### src/shared/ufb_pkg.sv
// Package with register map, field layout, reset values and shared types of the flag and divisor block.
package ufb_pkg;

  // ===========================================================================
  // Register offsets (byte addresses)
  // ===========================================================================
  localparam logic [11:0] UFB_OFF_LINE_FLAGS   = 12'h018;
  localparam logic [11:0] UFB_OFF_DIV_INTEGER  = 12'h024;
  localparam logic [11:0] UFB_OFF_DIV_FRACTION = 12'h028;
  localparam logic [11:0] UFB_OFF_FRAME_CTRL   = 12'h02c;
  localparam logic [11:0] UFB_OFF_IRQ_STATUS   = 12'h040;
  localparam logic [11:0] UFB_OFF_IRQ_MASK     = 12'h044;

  // ===========================================================================
  // Flag register bit positions
  // ===========================================================================
  localparam int UFB_BIT_TX_EMPTY = 7;
  localparam int UFB_BIT_RX_FULL  = 6;
  localparam int UFB_BIT_TX_FULL  = 5;
  localparam int UFB_BIT_RX_EMPTY = 4;
  localparam int UFB_BIT_BUSY     = 3;

  // Frame control fields.
  localparam int UFB_BIT_STICK    = 7;
  localparam int UFB_POS_WLEN     = 5;
  localparam int UFB_BIT_FIFO_EN  = 4;
  localparam int UFB_BIT_STOP2    = 3;
  localparam int UFB_BIT_EVEN     = 2;
  localparam int UFB_BIT_PAR_EN   = 1;
  localparam int UFB_BIT_BREAK    = 0;

  // Interrupt status bit positions.
  localparam int UFB_IRQ_TX_DONE  = 0;
  localparam int UFB_IRQ_RX_DONE  = 1;
  localparam int UFB_IRQ_OVERRUN  = 2;
  localparam int UFB_IRQ_WIDTH    = 3;

  // ===========================================================================
  // Reset values and widths
  // ===========================================================================
  localparam logic [7:0]  UFB_RST_FLAGS      = 8'h90;
  localparam logic [15:0] UFB_RST_DIV_INT    = 16'h0000;
  localparam logic [5:0]  UFB_RST_DIV_FRAC   = 6'h00;
  localparam logic [7:0]  UFB_RST_FRAME_CTRL = 8'h00;
  localparam int          UFB_DIV_INT_W      = 16;
  localparam int          UFB_DIV_FRAC_W     = 6;
  localparam int          UFB_OVERSAMPLE     = 16;
  localparam int          UFB_FIFO_DEPTH     = 16;
  localparam logic [1:0]  UFB_RESP_OKAY      = 2'b00;
  localparam logic [1:0]  UFB_RESP_SLVERR    = 2'b10;

  // ===========================================================================
  // Shared types
  // ===========================================================================
  typedef struct packed {
    logic [15:0] int_part;
    logic [5:0]  frac_part;
  } ufb_divisor_type;

  typedef struct packed {
    logic       tx_empty_flag;
    logic       rx_full_flag;
    logic       tx_full_flag;
    logic       rx_empty_flag;
    logic       busy;
  } ufb_flags_type;

  typedef enum logic [1:0] {
    UFB_TX_IDLE  = 2'b00,
    UFB_TX_SHIFT = 2'b01,
    UFB_TX_STOP  = 2'b10
  } ufb_tx_state_type;

endpackage

### src/ufb_fifo_mem.sv
// Small byte memory with registered read data, used for the transmit and receive FIFOs.
`timescale 1ns/1ps
module ufb_fifo_mem
  import ufb_pkg::*;
#(
  parameter int WIDTH = 8,
  parameter int DEPTH = 16,
  parameter int AW    = 4
) (
  // Clock.
  input  wire logic             clk_in,
  // Write port.
  input  wire logic             wr_en_in,
  input  wire logic [AW-1:0]    wr_addr_in,
  input  wire logic [WIDTH-1:0] wr_data_in,
  // Read port.
  input  wire logic [AW-1:0]    rd_addr_in,
  output logic      [WIDTH-1:0] rd_data_out
);

  logic [WIDTH-1:0] mem_q [DEPTH];

  always_ff @(posedge clk_in) begin
    if (wr_en_in) begin
      mem_q[wr_addr_in] <= wr_data_in;
    end
  end

  always_ff @(posedge clk_in) begin
    rd_data_out <= mem_q[rd_addr_in];
  end

endmodule

### src/ufb_top.sv
// Serial port flag register, baud divisor, frame control, FIFOs, transmitter and receiver.
//
// The AXI4-Lite interface to the registers was decided locally.
`timescale 1ns/1ps
module ufb_top
  import ufb_pkg::*;
#(
  parameter int FIFO_DEPTH = UFB_FIFO_DEPTH
) (
  // Clock and reset.
  input  wire logic        CLK_SYS_IN,
  input  wire logic        RST_N_IN,
  // AXI4-Lite write address and data.
  input  wire logic [11:0] S_AWADDR_IN,
  input  wire logic        S_AWVALID_IN,
  output logic             S_AWREADY_OUT,
  input  wire logic [31:0] S_WDATA_IN,
  input  wire logic [3:0]  S_WSTRB_IN,
  input  wire logic        S_WVALID_IN,
  output logic             S_WREADY_OUT,
  // AXI4-Lite write response.
  output logic [1:0]       S_BRESP_OUT,
  output logic             S_BVALID_OUT,
  input  wire logic        S_BREADY_IN,
  // AXI4-Lite read.
  input  wire logic [11:0] S_ARADDR_IN,
  input  wire logic        S_ARVALID_IN,
  output logic             S_ARREADY_OUT,
  output logic [31:0]      S_RDATA_OUT,
  output logic [1:0]       S_RRESP_OUT,
  output logic             S_RVALID_OUT,
  input  wire logic        S_RREADY_IN,
  // Transmit data stream in.
  input  wire logic [7:0]  TX_DATA_IN,
  input  wire logic        TX_VALID_IN,
  output logic             TX_READY_OUT,
  // Receive data stream out.
  output logic [7:0]       RX_DATA_OUT,
  output logic             RX_VALID_OUT,
  input  wire logic        RX_READY_IN,
  // Serial line and interrupt.
  input  wire logic        SER_RX_IN,
  output logic             SER_TX_OUT,
  output logic             IRQ_OUT
);

  localparam int AW = $clog2(FIFO_DEPTH);
  localparam logic [AW:0] DEPTH_CNT = (AW+1)'(FIFO_DEPTH);

  // ===========================================================================
  // Register storage
  // ===========================================================================
  logic [15:0]          div_int_q;
  logic [5:0]           div_frac_q;
  ufb_divisor_type      div_commit_q;
  ufb_divisor_type      div_active_q;
  logic                 div_pending_q;
  logic [7:0]           frame_ctrl_q;
  logic [UFB_IRQ_WIDTH-1:0] irq_stat_q;
  logic [UFB_IRQ_WIDTH-1:0] irq_mask_q;
  ufb_flags_type        flags;
  logic                 fifo_en;
  logic                 ev_tx_done;
  logic                 ev_rx_done;
  logic                 ev_overrun;
  logic                 char_idle;

  assign fifo_en = frame_ctrl_q[UFB_BIT_FIFO_EN];

  // ===========================================================================
  // AXI4-Lite write channel: address and data taken in either order
  // ===========================================================================
  logic        aw_held_q;
  logic        w_held_q;
  logic [11:0] aw_addr_q;
  logic [31:0] w_data_q;
  logic [3:0]  w_strb_q;
  logic        wr_do;

  assign wr_do = aw_held_q && w_held_q && !S_BVALID_OUT;

  always_ff @(posedge CLK_SYS_IN) begin
    if (!RST_N_IN) begin
      aw_held_q     <= 1'b0;
      w_held_q      <= 1'b0;
      aw_addr_q     <= 12'h000;
      w_data_q      <= 32'h0000_0000;
      w_strb_q      <= 4'h0;
      S_AWREADY_OUT <= 1'b0;
      S_WREADY_OUT  <= 1'b0;
      S_BVALID_OUT  <= 1'b0;
      S_BRESP_OUT   <= UFB_RESP_OKAY;
    end else begin
      S_AWREADY_OUT <= !aw_held_q && !S_AWREADY_OUT && !S_BVALID_OUT;
      S_WREADY_OUT  <= !w_held_q && !S_WREADY_OUT && !S_BVALID_OUT;
      if (S_AWVALID_IN && S_AWREADY_OUT) begin
        aw_held_q <= 1'b1;
        aw_addr_q <= S_AWADDR_IN;
        S_AWREADY_OUT <= 1'b0;
      end
      if (S_WVALID_IN && S_WREADY_OUT) begin
        w_held_q <= 1'b1;
        w_data_q <= S_WDATA_IN;
        w_strb_q <= S_WSTRB_IN;
        S_WREADY_OUT <= 1'b0;
      end
      if (wr_do) begin
        aw_held_q    <= 1'b0;
        w_held_q     <= 1'b0;
        S_BVALID_OUT <= 1'b1;
        case (aw_addr_q)
          UFB_OFF_DIV_INTEGER, UFB_OFF_DIV_FRACTION, UFB_OFF_FRAME_CTRL,
          UFB_OFF_IRQ_STATUS, UFB_OFF_IRQ_MASK: S_BRESP_OUT <= UFB_RESP_OKAY;
          default: S_BRESP_OUT <= UFB_RESP_SLVERR;
        endcase
      end else if (S_BVALID_OUT && S_BREADY_IN) begin
        S_BVALID_OUT <= 1'b0;
      end
    end
  end

  // Register writes honour byte strobes.
  always_ff @(posedge CLK_SYS_IN) begin
    if (!RST_N_IN) begin
      div_int_q    <= UFB_RST_DIV_INT;
      div_frac_q   <= UFB_RST_DIV_FRAC;
      frame_ctrl_q <= UFB_RST_FRAME_CTRL;
      irq_mask_q   <= '0;
    end else if (wr_do) begin
      case (aw_addr_q)
        UFB_OFF_DIV_INTEGER: begin
          if (w_strb_q[0]) div_int_q[7:0]  <= w_data_q[7:0];
          if (w_strb_q[1]) div_int_q[15:8] <= w_data_q[15:8];
        end
        UFB_OFF_DIV_FRACTION: begin
          if (w_strb_q[0]) div_frac_q <= w_data_q[5:0];
        end
        UFB_OFF_FRAME_CTRL: begin
          if (w_strb_q[0]) frame_ctrl_q <= w_data_q[7:0];
        end
        UFB_OFF_IRQ_MASK: begin
          if (w_strb_q[0]) irq_mask_q <= w_data_q[UFB_IRQ_WIDTH-1:0];
        end
        default: begin
        end
      endcase
    end
  end

  // Divisor commits on the frame control strobe, then waits for an idle character.
  always_ff @(posedge CLK_SYS_IN) begin
    if (!RST_N_IN) begin
      div_commit_q  <= '{int_part: UFB_RST_DIV_INT, frac_part: UFB_RST_DIV_FRAC};
      div_active_q  <= '{int_part: UFB_RST_DIV_INT, frac_part: UFB_RST_DIV_FRAC};
      div_pending_q <= 1'b0;
    end else begin
      if (wr_do && aw_addr_q == UFB_OFF_FRAME_CTRL) begin
        div_commit_q  <= '{int_part: div_int_q, frac_part: div_frac_q};
        div_pending_q <= 1'b1;
      end else if (div_pending_q && char_idle) begin
        div_active_q  <= div_commit_q;
        div_pending_q <= 1'b0;
      end
    end
  end

  // ===========================================================================
  // AXI4-Lite read channel
  // ===========================================================================
  always_ff @(posedge CLK_SYS_IN) begin
    if (!RST_N_IN) begin
      S_ARREADY_OUT <= 1'b0;
      S_RVALID_OUT  <= 1'b0;
      S_RDATA_OUT   <= 32'h0000_0000;
      S_RRESP_OUT   <= UFB_RESP_OKAY;
    end else begin
      S_ARREADY_OUT <= !S_ARREADY_OUT && !S_RVALID_OUT;
      if (S_ARVALID_IN && S_ARREADY_OUT) begin
        S_ARREADY_OUT <= 1'b0;
        S_RVALID_OUT  <= 1'b1;
        S_RRESP_OUT   <= UFB_RESP_OKAY;
        case (S_ARADDR_IN)
          UFB_OFF_LINE_FLAGS:   S_RDATA_OUT <= {24'h0, flags, 3'b000};
          UFB_OFF_DIV_INTEGER:  S_RDATA_OUT <= {16'h0, div_int_q};
          UFB_OFF_DIV_FRACTION: S_RDATA_OUT <= {26'h0, div_frac_q};
          UFB_OFF_FRAME_CTRL:   S_RDATA_OUT <= {24'h0, frame_ctrl_q};
          UFB_OFF_IRQ_STATUS:   S_RDATA_OUT <= {29'h0, irq_stat_q};
          UFB_OFF_IRQ_MASK:     S_RDATA_OUT <= {29'h0, irq_mask_q};
          default: begin
            S_RDATA_OUT <= 32'h0000_0000;
            S_RRESP_OUT <= UFB_RESP_SLVERR;
          end
        endcase
      end else if (S_RVALID_OUT && S_RREADY_IN) begin
        S_RVALID_OUT <= 1'b0;
      end
    end
  end

  // ===========================================================================
  // Baud tick generator, sixteen ticks per bit
  // ===========================================================================
  logic [15:0] tick_cnt_q;
  logic [6:0]  frac_acc_q;
  logic [15:0] tick_limit;
  logic        tick_q;
  logic [6:0]  frac_sum;

  assign frac_sum   = {1'b0, frac_acc_q[5:0]} + {1'b0, div_active_q.frac_part};
  // Zero integer divisor falls back to the minimum ratio of one.
  assign tick_limit = (div_active_q.int_part == 16'h0000) ? 16'h0001
                                                           : div_active_q.int_part;

  always_ff @(posedge CLK_SYS_IN) begin
    if (!RST_N_IN) begin
      tick_cnt_q <= 16'h0000;
      frac_acc_q <= 7'h00;
      tick_q     <= 1'b0;
    end else begin
      tick_q <= 1'b0;
      // The fractional carry stretches one period by a clock, averaging int + frac/64.
      if ({1'b0, tick_cnt_q} + 17'h00001 >= {1'b0, tick_limit} + {16'h0000, frac_acc_q[6]}) begin
        tick_cnt_q <= 16'h0000;
        tick_q     <= 1'b1;
        frac_acc_q <= frac_sum;
      end else begin
        tick_cnt_q <= tick_cnt_q + 16'h0001;
      end
    end
  end

  // ===========================================================================
  // Transmit and receive FIFOs, one entry deep in character mode
  // ===========================================================================
  logic [AW:0]   cap;
  logic [AW:0]   tx_cnt_q;
  logic [AW:0]   rx_cnt_q;
  logic [AW-1:0] tx_wp_q;
  logic [AW-1:0] tx_rp_q;
  logic [AW-1:0] rx_wp_q;
  logic [AW-1:0] rx_rp_q;
  logic [7:0]    tx_rd_data;
  logic [7:0]    rx_rd_data;
  logic          tx_push;
  logic          tx_pop;
  logic          rx_push;
  logic          rx_pop;
  logic [7:0]    rx_shift_q;

  assign cap = fifo_en ? DEPTH_CNT : {{AW{1'b0}}, 1'b1};

  always_ff @(posedge CLK_SYS_IN) begin
    if (!RST_N_IN) begin
      tx_cnt_q <= '0;
      tx_wp_q  <= '0;
      tx_rp_q  <= '0;
      rx_cnt_q <= '0;
      rx_wp_q  <= '0;
      rx_rp_q  <= '0;
    end else begin
      if (tx_push) tx_wp_q <= tx_wp_q + 1'b1;
      if (tx_pop)  tx_rp_q <= tx_rp_q + 1'b1;
      tx_cnt_q <= tx_cnt_q + (AW+1)'(tx_push) - (AW+1)'(tx_pop);
      if (rx_push) rx_wp_q <= rx_wp_q + 1'b1;
      if (rx_pop)  rx_rp_q <= rx_rp_q + 1'b1;
      rx_cnt_q <= rx_cnt_q + (AW+1)'(rx_push) - (AW+1)'(rx_pop);
    end
  end

  ufb_fifo_mem #(.WIDTH(8), .DEPTH(FIFO_DEPTH), .AW(AW)) u_tx_mem (
    .clk_in      (CLK_SYS_IN),
    .wr_en_in    (tx_push),
    .wr_addr_in  (tx_wp_q),
    .wr_data_in  (TX_DATA_IN),
    .rd_addr_in  (tx_rp_q),
    .rd_data_out (tx_rd_data)
  );

  ufb_fifo_mem #(.WIDTH(8), .DEPTH(FIFO_DEPTH), .AW(AW)) u_rx_mem (
    .clk_in      (CLK_SYS_IN),
    .wr_en_in    (rx_push),
    .wr_addr_in  (rx_wp_q),
    .wr_data_in  (rx_shift_q),
    .rd_addr_in  (rx_rp_q),
    .rd_data_out (rx_rd_data)
  );

  // ===========================================================================
  // Transmitter
  // ===========================================================================
  ufb_tx_state_type tx_state_q;
  logic [3:0]  tx_sub_q;
  logic [3:0]  tx_bit_q;
  logic [3:0]  tx_nbits_q;
  logic [10:0] tx_frame_q;
  logic        tx_load_q;
  logic [3:0]  data_bits;
  logic        par_bit;

  assign data_bits = 4'h5 + {2'b00, frame_ctrl_q[UFB_POS_WLEN +: 2]};
  assign tx_pop    = tx_state_q == UFB_TX_IDLE && tx_cnt_q != '0 && !tx_load_q;
  // Parity over the selected data length, with stick parity forcing a constant level.
  always_comb begin
    par_bit = !frame_ctrl_q[UFB_BIT_EVEN];
    for (int i = 0; i < 8; i++) begin
      if (4'(i) < data_bits) par_bit = par_bit ^ tx_rd_data[i];
    end
    if (frame_ctrl_q[UFB_BIT_STICK]) par_bit = !frame_ctrl_q[UFB_BIT_EVEN];
  end

  always_ff @(posedge CLK_SYS_IN) begin
    if (!RST_N_IN) begin
      tx_state_q <= UFB_TX_IDLE;
      tx_sub_q   <= 4'h0;
      tx_bit_q   <= 4'h0;
      tx_nbits_q <= 4'h0;
      tx_frame_q <= 11'h7ff;
      tx_load_q  <= 1'b0;
      SER_TX_OUT <= 1'b1;
    end else begin
      tx_load_q <= tx_pop;
      case (tx_state_q)
        UFB_TX_IDLE: begin
          SER_TX_OUT <= !frame_ctrl_q[UFB_BIT_BREAK];
          if (tx_load_q) begin
            // Frame: start, data, optional parity, then stop bits shifted in last.
            tx_frame_q <= ({2'b11, 8'hff, 1'b0} & ~(11'h1fe & ~({2'h0, tx_rd_data, 1'b0} |
                          (11'h7fe << data_bits)))) | (11'h7ff << (data_bits + 4'h1));
            if (frame_ctrl_q[UFB_BIT_PAR_EN]) begin
              tx_frame_q[data_bits + 4'h1] <= par_bit;
            end
            tx_nbits_q <= data_bits + 4'h2 + {3'h0, frame_ctrl_q[UFB_BIT_PAR_EN]}
                          + {3'h0, frame_ctrl_q[UFB_BIT_STOP2]};
            tx_bit_q   <= 4'h0;
            tx_sub_q   <= 4'h0;
            tx_state_q <= UFB_TX_SHIFT;
          end
        end
        UFB_TX_SHIFT: begin
          // The line changes only on a tick, so every bit, the start bit too, lasts sixteen whole ticks.
          if (tick_q) begin
            tx_sub_q <= tx_sub_q + 4'h1;
            if (tx_sub_q == 4'h0) begin
              SER_TX_OUT <= tx_frame_q[0];
              if (tx_bit_q == tx_nbits_q) tx_state_q <= UFB_TX_STOP;
            end
            if (tx_sub_q == 4'hf) begin
              tx_frame_q <= {1'b1, tx_frame_q[10:1]};
              tx_bit_q   <= tx_bit_q + 4'h1;
            end
          end
        end
        UFB_TX_STOP: begin
          tx_state_q <= UFB_TX_IDLE;
        end
        default: tx_state_q <= UFB_TX_IDLE;
      endcase
    end
  end

  assign tx_push      = TX_VALID_IN && TX_READY_OUT;
  assign ev_tx_done   = tx_state_q == UFB_TX_STOP;

  // ===========================================================================
  // Receiver: start detect at mid-bit, then sample each bit centre
  // ===========================================================================
  logic       rx_act_q;
  logic [3:0] rx_sub_q;
  logic [3:0] rx_bit_q;
  logic       rx_done_q;

  always_ff @(posedge CLK_SYS_IN) begin
    if (!RST_N_IN) begin
      rx_act_q   <= 1'b0;
      rx_sub_q   <= 4'h0;
      rx_bit_q   <= 4'h0;
      rx_shift_q <= 8'h00;
      rx_done_q  <= 1'b0;
    end else begin
      rx_done_q <= 1'b0;
      if (!rx_act_q) begin
        rx_sub_q <= 4'h0;
        rx_bit_q <= 4'h0;
        if (tick_q && !SER_RX_IN) rx_act_q <= 1'b1;
      end else if (tick_q) begin
        rx_sub_q <= rx_sub_q + 4'h1;
        if (rx_sub_q == 4'h7) begin
          rx_bit_q <= rx_bit_q + 4'h1;
          if (rx_bit_q == 4'h0 && SER_RX_IN) begin
            rx_act_q <= 1'b0;
          end else if (rx_bit_q >= 4'h1 && rx_bit_q <= data_bits) begin
            rx_shift_q <= {SER_RX_IN, rx_shift_q[7:1]};
          end else if (rx_bit_q > data_bits + {3'h0, frame_ctrl_q[UFB_BIT_PAR_EN]}) begin
            // Short characters arrive at the top of the shifter and are right-aligned once.
            rx_shift_q <= rx_shift_q >> (4'h8 - data_bits);
            rx_act_q  <= 1'b0;
            rx_done_q <= 1'b1;
          end
        end
      end
    end
  end

  logic        rx_pop_q;
  logic [AW:0] rx_occ;

  // A byte waiting at the stream port is still held, so character mode keeps a single byte.
  assign rx_occ     = rx_cnt_q + (AW+1)'(RX_VALID_OUT || rx_pop_q);
  assign rx_push    = rx_done_q && rx_occ < cap;
  assign ev_overrun = rx_done_q && rx_occ >= cap;
  assign ev_rx_done = rx_done_q;
  assign char_idle  = tx_state_q == UFB_TX_IDLE && !tx_load_q && !rx_act_q;
  assign rx_pop     = rx_cnt_q != '0 && !RX_VALID_OUT && !rx_pop_q;

  // ===========================================================================
  // Stream ports, flags and interrupt, all registered
  // ===========================================================================
  always_ff @(posedge CLK_SYS_IN) begin
    if (!RST_N_IN) begin
      rx_pop_q     <= 1'b0;
      RX_VALID_OUT <= 1'b0;
      RX_DATA_OUT  <= 8'h00;
      TX_READY_OUT <= 1'b0;
    end else begin
      rx_pop_q <= rx_pop;
      if (rx_pop_q) begin
        RX_VALID_OUT <= 1'b1;
        RX_DATA_OUT  <= rx_rd_data;
      end else if (RX_READY_IN) begin
        RX_VALID_OUT <= 1'b0;
      end
      TX_READY_OUT <= tx_cnt_q + (AW+1)'(tx_push) + 1'b1 <= cap + (AW+1)'(tx_pop);
    end
  end

  always_ff @(posedge CLK_SYS_IN) begin
    if (!RST_N_IN) begin
      flags <= UFB_RST_FLAGS[7:3];
    end else begin
      flags.tx_empty_flag <= tx_cnt_q == '0;
      flags.rx_full_flag  <= rx_occ >= cap;
      flags.tx_full_flag  <= tx_cnt_q >= cap;
      flags.rx_empty_flag <= rx_occ == '0;
      flags.busy          <= tx_cnt_q != '0 ||
                             tx_state_q != UFB_TX_IDLE || tx_load_q;
    end
  end

  always_ff @(posedge CLK_SYS_IN) begin
    if (!RST_N_IN) begin
      irq_stat_q <= '0;
      IRQ_OUT    <= 1'b0;
    end else begin
      // Hardware set wins over a write-one clear in the same cycle.
      irq_stat_q <= (irq_stat_q & ~((wr_do && aw_addr_q == UFB_OFF_IRQ_STATUS && w_strb_q[0])
                    ? w_data_q[UFB_IRQ_WIDTH-1:0] : '0))
                    | {ev_overrun, ev_rx_done, ev_tx_done};
      IRQ_OUT    <= |(irq_stat_q & irq_mask_q);
    end
  end

endmodule

### config.mk
export PLATFORM = sky130hd
export DESIGN_NAME = ufb_top
export DESIGN_NICKNAME = d
export VERILOG_FILES = /design/src/shared/ufb_pkg.sv /design/src/ufb_fifo_mem.sv /design/src/ufb_top.sv
export SDC_FILE = /design/constraint.sdc
export NUM_CORES = 1
export LEC_CHECK = 0
export BUFFER_PORTS_ARGS = -buffer_cell sky130_fd_sc_hd__buf_2
export CAP_MARGIN = 20
export CORE_ASPECT_RATIO = 0.6
export CORE_MARGIN = 2
export CORE_UTILIZATION = 23
export DETAILED_ROUTE_END_ITERATION = 8
export GPL_TIMING_DRIVEN = 0
export SYNTH_ARGS = -nofsm -noshare
export SYNTH_HDL_FRONTEND = slang
export SYNTH_SLANG_ARGS = --single-unit
### constraint.sdc
create_clock -name CLK_SYS_IN -period 9.7 [get_ports CLK_SYS_IN]
set_input_delay 0.97 -clock CLK_SYS_IN [delete_from_list [all_inputs] [get_ports CLK_SYS_IN]]
set_output_delay 0.97 -clock CLK_SYS_IN [all_outputs]
set_load 0.01 [all_outputs]
==> results of run 1 <==
==> per-stage QoR <==
stage               util [%]  worst slack [ns]  cells  total power [mW]  hold WS [ns]
floorplan                  -              5.99   1850              3.34         0.422
global route            27.1              4.66   3343              5.83         0.468
finish                  27.1              4.99   3343              5.57         0.451
global placement        25.4              4.76   3248              3.69         0.438
detailed placement      25.5              5.00   3255              3.70         0.437
CTS                     27.1              4.96   3342              5.62         0.451
==> path summary, 6_finish.rpt <==
check,startpoint,end,slack [ns],depth (start not counted)
hold / removal,S_RVALID_OUT$_SDFFE_PN0P_,S_ARREADY_OUT$_SDFF_PP0_,0.45,1
setup reg to reg,rx_pop_q$_SDFF_PN0_,rx_cnt_q[4]$_SDFF_PN0_,4.99,19
hold reg to reg,S_RVALID_OUT$_SDFFE_PN0P_,S_ARREADY_OUT$_SDFF_PP0_,0.45,1
setup / recovery,rx_pop_q$_SDFF_PN0_,rx_cnt_q[4]$_SDFF_PN0_,4.99,19
==> worst reg2reg max path, cell delays in order (launching register included) <==
cell      delay, ns
dfxtp_1        0.31
clkbuf_1       0.80
or2_2          0.28
ha_1           0.20
ha_1           0.20
nand2_1        0.08
xnor2_1        0.23
ha_1           0.29
a21oi_1        0.65
inv_1          0.10
ha_1           0.30
inv_1          0.04
ha_1           0.19
inv_1          0.07
fa_1           0.20
inv_1          0.05
a21oi_1        0.11
nor2_1         0.06
or3_1          0.34
a21oi_1        0.14
==> power breakdown <==
group	switching [mW]	total [mW]	internal [mW]	leakage, nW
Sequential	0.0856	2.50	2.41	4.22
Clock	0.877	1.92	1.04	0.748
Combinational	0.665	1.16	0.492	3.81
==> area by class of cell <==
cell class | instances | area (um2)
Buffer | 106 | 497
Clock buffer | 59 | 1260
Clock inverter | 28 | 282
Fill cell | 9931 | 69900
Inverter | 51 | 191
Multi-Input combinational cell | 1173 | 8620
Sequential cell | 520 | 13000
Tap cell | 1305 | 1630
Timing Repair Buffer | 101 | 510
==> kinds of logic (layout without fill, tap and decap cells) <==
group / count (synthesis) / after routing / synth area share (%)
simple gates: 585 / 585 / 12.0
buf+inv: 157 / 345 / 3.10
flops: 520 / 520 / 58.4
other cells: 1 / 18 / 0.0169
compound gates: 272 / 272 / 7.60
fa+ha+maj: 88 / 88 / 5.09
xor+xnor: 79 / 79 / 3.18
mux: 131 / 131 / 10.6
==> state kept, by name, indices dropped and copies added, names as in the netlist, 5 cells and up <==
register	count
rx_shift_q	8
w_data_q	16
div_frac_q	6
frac_acc_q	7
frame_ctrl_q	8
rx_cnt_q	5
RX_DATA_OUT	8
div_commit_q	22
tx_frame_q	11
u_rx_mem.mem_q	128
u_tx_mem.mem_q	128
u_tx_mem.rd_data_out	8
S_RDATA_OUT	16
div_active_q	22
tick_cnt_q	16
flags	5
div_int_q	16
tx_cnt_q	5
aw_addr_q	12
u_rx_mem.rd_data_out	8
==> cell usage after synthesis (all sizes together) (39+ instances only) <==
cell type	n	area, um2
a21oi	140	701
nand3	43	230
xnor2	39	342
buf	45	268
ha	84	1050
inv	51	191
clkbuf	61	229
nor2	149	572
dfxtp	264	5290
nand2	251	942
xor2	39	342
mux4	83	1870
edfxtp	256	7690
mux2i	47	470
==> per-layer routing <==
layer / global-route usage, % / share of wire (%)
met1: 18.6 / 53
met2: 14.1 / 37
met3: 2.85 / 8.5
met4: 1.87 / 1.3
met5: 0 / 0.023
==> metrics.cfg, run 1 <==
[status]
outcome = complete, no violations

[worst_setup_path]
max_stage_delay_ns = 0.80
path_buf_inv = 5
crit_top_cell = ha_1
slowest_stage = clkbuf_1
cp_data_required_time_ns = 10.21
crit_chain = clkbuf_1 > or2_2 > ha_1 > ha_1 > nand2_1 > xnor2_1 > ha_1 > a21oi_1 > inv_1 > ha_1 > inv_1 > ha_1 > inv_1 > fa_1 > inv_1 > a21oi_1 > nor2_1 > or3_1 > a21oi_1
startpoint_type = flip-flop
critical_path.max_fanout = 10
end_kind = flip-flop
critPathKind = reg -> reg
crit_family = adder cells
arrival_ns = 5.21

[clock_network]
cts_htree_levels = 2
cts_root_buf = clkbuf_16
cts_tree = built
post-cts-setup-buffer-count = 0
insertion_delay_ns = 0.60
holdBufCountCts = 0
cts_resized = 0
clock-sinks = 520
cts_buffers = 47
clk_pin_slew_worst_paths_ns = 0.07
clockBufferDepth = 3

[detailed_routing]
drtAntennaViolNets = 0
wl_per_cell_um = 16.9
drc = 0
wl_mm = 56.6
viasPerCell = 4.36
drtIter0Drc = 1323
via_count = 14600
first_pass_iters = 5

[synthesis]
avgSynthCellArea_um2 = 12.1
ys_types = 74
yosysSeqAreaShare_pct = 58.4
async_flop_share_pct = 0
synth_edf_count = 256
synthCells = 1833
ys_ff_latch = 520
synthFlopType = dfxtp_1
synth_warnings = 0
syn_area_mm2 = 0.0222

[sta]
worstMarginPinSlew_ns = 1.10
clock.fmax_mhz = 212
drv_slew = 0
rsz0062_at_grt = no
setup_tns_ns = 0
setup_viol = 0
finalHoldViolCount = 0
slew-limit-headroom_pct = 26.3
skew_ns = 0.0282
finalCritPeriodShare_pct = 48.5
period_needed_ns = 4.71

[final_layout]
synthToLayoutAreaGrowth_pct = 16.9
antennaDiodeCount = 0
drive_gt1_share_pct = 15.5
final_cell_area_mm2 = 0.0260
fin_nets = 2166
mostFrequentLayoutCells = dfxtp_1, edfxtp_1, nand2_1
layout_commonest_cell = dfxtp_1

[die]
dieHeight_um = 245
die_w_um = 405
start_util_pct = 23.2
coreArea_mm2 = 0.0959
ios = 131
rows = 88
die-area_mm2 = 0.0992

[job]
drv_cap = 0

[placed_design]
post-dp-hpwl_mm = 41.3
portBuffers = 93
place_area_mm2 = 0.0244
gp_congestion = 0.845

[pwr]
ir_drop_v = 0.000142
powerDensity_mw_per_mm2 = 215
p_leak_nw = 8.77

[worst_hold_path]
worstHoldPathType = reg -> reg

[global_route]
grt_overflow_total = 0
first_global_vias = 13400
antenna_found_initial = 5
grt_pass1_wl_mm = 85.5
grt_max_degree = 23
track_usage_pct = 11.2

No activity file was read; power rests on OpenSTA's default activity.
==> inputs of run 2 (changes only) <==
- clock period: 9.7 -> 4.3 ns (I/O delays scaled with it)
==> run 2 against run 1 <==
  * Final cell count about the same
  * Critical path depth decreased by 6
  * Worst hold slack got worse by 0.38 ns
  * Global-route usage unchanged
  * Register-to-register slack got worse by 4.8 ns
  * Fmax increased by 16%
  * Combinational power increased by 120%
  * Non-clock buffer count increased by 1
  * Critical path type unchanged
  * Critical endpoint is now rx_shift_q[5]$_SDFFE_PN0P_
  * Largest cell class unchanged
  * Highest routed layer unchanged
==> metrics.cfg, run 2 (synthesis gave the netlist of run 1 again) <==
[final_layout]
fin_nets = 2167  ; was 2,166
mostFrequentLayoutCells = dfxtp_1, edfxtp_1, nand2_1  ; unchanged
final.fill_count = 9926  ; was 9,931
drive_gt1_share_pct = 15.9  ; was 15.5%
reg_top3 = u_rx_mem.mem_q x128, u_tx_mem.mem_q x128  ; unchanged
final_cell_area_mm2 = 0.0260  ; about the same
regArea_mm2 = 0.0130  ; about the same
synthToLayoutAreaGrowth_pct = 17.0  ; was 16.9%
multiInputGateArea_mm2 = 0.00863  ; was 0.00862 mm2
layout_commonest_cell = dfxtp_1  ; unchanged

[worst_setup_path]
critPathKind = reg -> reg  ; unchanged
r2r-start = frame_ctrl_q[5]$_SDFFE_PN0P_  ; was rx_pop_q$_SDFF_PN0_
cp_data_required_time_ns = 4.80  ; was 10.21 ns
reg2reg_depth = 13  ; was 19
reg2reg_slack_ns = 0.22  ; was 4.99 ns
startpoint_type = flip-flop  ; unchanged
end_kind = flip-flop  ; unchanged
timing.rr.end = rx_shift_q[5]$_SDFFE_PN0P_  ; was rx_cnt_q[4]$_SDFF_PN0_
critical_path.max_fanout = 10  ; unchanged
arrival_ns = 4.58  ; was 5.21 ns

[sta]
period_needed_ns = 4.08  ; was 4.71 ns
fin_hold_ws_ns = 0.0688  ; was 0.451 ns
worstMarginPinSlew_ns = 1.03  ; was 1.10 ns
drv_slew = 0  ; unchanged
slew-limit-headroom_pct = 31.5  ; was 26.3%
setup_viol = 0  ; unchanged
clock.fmax_mhz = 245  ; was 212 MHz
finalCritPeriodShare_pct = 94.8  ; was 48.5%
skew_ns = 0.0299  ; was 0.0282 ns
finalHoldViolCount = 0  ; unchanged
rsz0062_at_grt = no  ; unchanged

[die]
coreArea_mm2 = 0.0959  ; unchanged
dieHeight_um = 245  ; unchanged
rows = 88  ; unchanged
ios = 131  ; unchanged
die-area_mm2 = 0.0992  ; unchanged
start_util_pct = 23.2  ; unchanged
die_w_um = 405  ; unchanged

[clock_network]
clockBufferDepth = 3  ; unchanged
cts_htree_levels = 2  ; unchanged
cts_buffers = 47  ; unchanged
insertion_delay_ns = 0.60  ; about the same
holdBufCountCts = 0  ; unchanged
clk_pin_slew_worst_paths_ns = 0.07  ; about the same
clock-sinks = 520  ; unchanged
cts_tree = built  ; unchanged
cts_root_buf = clkbuf_16  ; unchanged

[pwr]
p_total_mw = 12.6  ; was 5.57 mW
ir_drop_v = 0.000319  ; was 0.000142 V
powerDensity_mw_per_mm2 = 484  ; was 215 mW/mm2
p_leak_nw = 8.79  ; was 8.77 nW

[placed_design]
portBuffers = 93  ; unchanged
place_area_mm2 = 0.0244  ; unchanged
gp_congestion = 0.845  ; unchanged
post-dp-hpwl_mm = 41.3  ; unchanged

[worst_hold_path]
worstHoldPathType = in -> reg  ; was reg -> reg
worstHoldStart = S_WDATA_IN[4]  ; was S_RVALID_OUT$_SDFFE_PN0P_
hold_depth = 3  ; was 1
hold_path_end = w_data_q[4]$_SDFFE_PN0P_  ; was S_ARREADY_OUT$_SDFF_PP0_

[detailed_routing]
drtAntennaViolNets = 0  ; unchanged
via_count = 14700  ; was 14,600
drtIter0Drc = 1311  ; was 1,323
wl_mm = 56.8  ; was 56.6 mm
wl_per_cell_um = 17.0  ; was 16.9 um
drc = 0  ; unchanged
first_pass_iters = 5  ; unchanged
viasPerCell = 4.40  ; was 4.36

[global_route]
track_usage_pct = 11.2  ; unchanged
antenna_found_initial = 5  ; unchanged
grt_overflow_total = 0  ; unchanged
grt_pass1_wl_mm = 85.5  ; unchanged
first_global_vias = 13400  ; about the same
grt_max_degree = 23  ; unchanged

[job]
drv_cap = 0  ; unchanged

[status]
outcome = complete, no violations  ; unchanged

[run 2: final cells by class]
type                       count  share of cell area [%]
multi-input combinational   1173                    33.2
clock inverter                28                    1.08
timing repair buffer         103                    2.02
antenna                        1                 0.00962
clock buffer                  59                    4.86
inverter                      51                   0.736
buffer                       105                    1.92
tap                         1305                    6.28
sequential                   520                    49.9
[run 2: critical path: stages (launching register included)]
cell	delay, ns
dfxtp_1	0.49
clkbuf_2	0.31
inv_1	0.25
ha_1	0.34
clkbuf_1	0.44
inv_1	0.26
ha_1	0.36
nor2b_1	0.14
o211a_1	0.16
o21a_1	0.12
clkbuf_1	0.30
nor2_1	0.18
o32a_1	0.38
a311oi_1	0.26
[run 2: per-stage QoR]
stage	TNS, ns	worst slack (ns)	std cells	utilization [%]
after global routing	0	0.0358	3344	27.1
final	0	0.225	3345	27.1
after floorplan	0	0.588	1850	-
after global placement	-24.81	-0.637	3248	25.4
after detailed placement	-14.96	-0.400	3255	25.5
after CTS	0	0.0550	3341	27.1
[run 2: layer usage]
| layer | wire length [um] | global-route usage, % |
|---|---|---|
| met5 | 13 | 0 |
| met3 | 4780 | 2.85 |
| met2 | 21200 | 14.1 |
| met1 | 30000 | 18.6 |
| met4 | 739 | 1.87 |
[run 2: report_power, final]
part	internal [mW]	total, mW	switching, mW
logic	1.11	2.58	1.48
registers	5.44	5.66	0.222
clock network	2.35	4.34	1.98
[run 2: worst max path at each step]
stage / startpoint / endpoint / cells past startpoint
after floorplan: rx_pop_q$_SDFF_PN0_ / rx_cnt_q[4]$_SDFF_PN0_ / 19
after global placement: rx_pop_q$_SDFF_PN0_ / u_rx_mem.mem_q[0][2]$_DFFE_PP_ / 10
after detailed placement: rx_pop_q$_SDFF_PN0_ / rx_cnt_q[4]$_SDFF_PN0_ / 19
after CTS: div_active_q[13]$_SDFFE_PN0P_ / frac_acc_q[3]$_SDFFE_PN0P_ / 17
after global routing: div_active_q[8]$_SDFFE_PN0P_ / frac_acc_q[4]$_SDFFE_PN0P_ / 17
final: frame_ctrl_q[5]$_SDFFE_PN0P_ / rx_shift_q[5]$_SDFFE_PN0P_ / 13
[run 2: timing repair]
action                                  CTS  global route
pin swaps                                 0             1
gates resized for setup                   3            10
cloned                                    0             0
endpoints found under the setup margin  120            33
setup buffers                             0             2
==> inputs of run 3 (changes only) <==
- PLACE_DENSITY: unset -> 0.41
==> run 3 against run 2 <==
  * Cell area is 0.55% higher
  * Critical path depth is 5 higher
  * Largest cell class unchanged
  * Sequential power hardly changed
  * First-iteration DRC count is 17% lower
  * Worst hold slack worse by 0.016 ns
==> metrics.cfg, run 3 (synthesis gave the netlist of run 1 again) <==
[final_layout]
final.fill_count = 9874  ; was 9,926
fin_nets = 2169  ; was 2,167
synthToLayoutAreaGrowth_pct = 17.7  ; was 17.0%
drive_gt1_share_pct = 16.0  ; was 15.9%
antennaDiodeCount = 0  ; was 1
layout_commonest_cell = dfxtp_1  ; unchanged
reg_top3 = u_rx_mem.mem_q x128, u_tx_mem.mem_q x128  ; unchanged
final_cells = 3348  ; was 3,345
mostFrequentLayoutCells = dfxtp_1, edfxtp_1, nand2_1  ; unchanged

[worst_setup_path]
end_kind = flip-flop  ; unchanged
cp_data_required_time_ns = 4.85  ; was 4.80 ns
timing.rr.end = rx_cnt_q[4]$_SDFF_PN0_  ; was rx_shift_q[5]$_SDFFE_PN0P_
slowest_stage = dfxtp_2  ; was dfxtp_1
path_buf_inv = 4  ; was 5
critPathKind = reg -> reg  ; unchanged
crit_top_cell = ha_1
max_stage_delay_ns = 0.57  ; was 0.49 ns
arrival_ns = 4.57  ; was 4.58 ns
reg2reg_slack_ns = 0.28  ; was 0.22 ns
crit_chain = or2_2 > ha_1 > ha_1 > nand2_1 > xnor2_1 > ha_1 > a21oi_2 > inv_1 > ha_1 > inv_1 > ha_1 > inv_1 > fa_1 > inv_1 > a21oi_1 > nor2_1 > or3_1 > a21oi_1  ; was clkbuf_2 > inv_1 > ha_1 > clkbuf_1 > inv_1 > ha_1 > nor2b_1 > o211a_1 > o21a_1 > clkbuf_1 > nor2_1 > o32a_1 > a311oi_1
startpoint_type = flip-flop  ; unchanged
r2r-start = rx_pop_q$_SDFF_PN0_  ; was frame_ctrl_q[5]$_SDFFE_PN0P_
crit_family = adder cells  ; was buffers and inverters
critical_path.max_fanout = 10  ; unchanged
reg2reg_depth = 18  ; was 13

[detailed_routing]
viasPerCell = 4.38  ; was 4.40
drtAntennaViolNets = 0  ; unchanged
drtIter0Drc = 1088  ; was 1,311
drc = 0  ; unchanged
first_pass_iters = 5  ; unchanged
via_count = 14700  ; about the same
wl_mm = 61.6  ; was 56.8 mm
wl_per_cell_um = 18.4  ; was 17.0 um

[clock_network]
cts_root_buf = clkbuf_16  ; unchanged
holdBufCountCts = 0  ; unchanged
clk_pin_slew_worst_paths_ns = 0.07  ; about the same
cts_tree = built  ; unchanged
insertion_delay_ns = 0.62  ; was 0.60 ns
cts_buffers = 51  ; was 47
clock-sinks = 520  ; unchanged
clockBufferDepth = 3  ; unchanged
cts_htree_levels = 2  ; unchanged

[pwr]
ir_drop_v = 0.000339  ; was 0.000319 V
p_leak_nw = 8.86  ; was 8.79 nW
powerDensity_mw_per_mm2 = 490  ; was 484 mW/mm2
p_total_mw = 12.8  ; was 12.6 mW

[placed_design]
post-dp-hpwl_mm = 45.0  ; was 41.3 mm
portBuffers = 93  ; unchanged
gp_congestion = 0.784  ; was 0.845
numPlacedInstances = 3256  ; was 3,255

[die]
rows = 88  ; unchanged
die_w_um = 405  ; unchanged
die-area_mm2 = 0.0992  ; unchanged
dieHeight_um = 245  ; unchanged
coreArea_mm2 = 0.0959  ; unchanged
ios = 131  ; unchanged
start_util_pct = 23.2  ; unchanged

[global_route]
grt_overflow_total = 0  ; unchanged
first_global_vias = 14600  ; was 13,400
track_usage_pct = 12.4  ; was 11.2%
grt_max_degree = 23  ; unchanged
grt_pass1_wl_mm = 92.7  ; was 85.5 mm
antenna_found_initial = 1  ; was 5

[sta]
clock.fmax_mhz = 249  ; was 245 MHz
period_needed_ns = 4.02  ; was 4.08 ns
setup_viol = 0  ; unchanged
finalCritPeriodShare_pct = 93.5  ; was 94.8%
setup_tns_ns = 0  ; unchanged
slew-limit-headroom_pct = 24.9  ; was 31.5%
skew_ns = 0.0355  ; was 0.0299 ns
finalHoldViolCount = 0  ; unchanged
rsz0062_at_grt = no  ; unchanged
worstMarginPinSlew_ns = 1.13  ; was 1.03 ns
fin_hold_ws_ns = 0.0527  ; was 0.0688 ns
drv_slew = 0  ; unchanged

[worst_hold_path]
worstHoldPathType = in -> reg  ; unchanged
worstHoldStart = S_WDATA_IN[6]  ; was S_WDATA_IN[4]
hold_path_end = w_data_q[6]$_SDFFE_PN0P_  ; was w_data_q[4]$_SDFFE_PN0P_
hold_depth = 3  ; unchanged

[status]
outcome = complete, no violations  ; unchanged

[job]
drv_cap = 0  ; unchanged

==> run 3: cell types whose count changed in the layout (fill, tap and decap cells not counted), sizes merged <==
cell / previous run / this run
clkbuf: 119 / 133
clkinv: 15 / 12
buf: 148 / 147
clkinvlp: 4 / 3
diode: 1 / 0
inv: 56 / 51
==> run 3: routing by layer <==
layer  vias to the layer above  GRT usage, %  share of wire, %
met3                        94          2.51               5.0
met2                       288          16.5                39
li1                       6960             -                 -
met5                         -             0                 0
met1                      7325          19.8                54
met4                         0          2.92               2.0
==> run 3: cell type report <==
cell class	instances	area (um2)	area share (%)
clock buffer	74	1420	5.45
multi-input combinational	1173	8650	33.1
clock inverter	19	236	0.905
buffer	104	495	1.90
tap	1305	1630	6.25
inverter	51	191	0.732
sequential	520	13000	49.6
timing repair buffer	102	538	2.06
==> run 3: stage by stage <==
stage	utilization, %	instance area [um2]	setup WS, ns
final	27.3	26100	0.280
after global routing	27.3	26100	0.00197
after CTS	27.2	26100	0.00156
after detailed placement	25.5	24500	-0.501
after global placement	25.4	24400	-0.786
after floorplan	-	22300	0.588
==> run 3: worst min-delay path, stage by stage <==
cell and delay, ns:
buf_2 0.10, nand2_1 0.04, a21oi_1 0.05
==> run 3: how the worst max path moves through the flow <==
stage | startpoint | endpoint | slack [ns] | cells after the start
global placement | rx_pop_q$_SDFF_PN0_ | u_rx_mem.mem_q[3][5]$_DFFE_PP_ | -0.79 | 12
CTS | rx_pop_q$_SDFF_PN0_ | rx_cnt_q[4]$_SDFF_PN0_ | 0.002 | 18
floorplan | rx_pop_q$_SDFF_PN0_ | rx_cnt_q[4]$_SDFF_PN0_ | 0.59 | 19
finish | rx_pop_q$_SDFF_PN0_ | rx_cnt_q[4]$_SDFF_PN0_ | 0.28 | 18
detailed placement | rx_pop_q$_SDFF_PN0_ | rx_cnt_q[4]$_SDFF_PN0_ | -0.50 | 19
global route | rx_pop_q$_SDFF_PN0_ | rx_cnt_q[4]$_SDFF_PN0_ | 0.002 | 18
==> run 3: timing repair <==
| action | 4_1_cts | 5_1_grt |
|---|---|---|
| endpoints found under the setup margin | 140 | 61 |
| resized for setup | 4 | 7 |
| setup buffers | 0 | 1 |
| pin swaps | 0 | 1 |
==> run 3: report_power, final <==
part	internal [mW]	switching (mW)	leakage [nW]
registers	5.44	0.225	4.22
logic	1.11	1.49	3.84
clock network	2.55	1.98	0.801
total	9.10	3.70	8.86
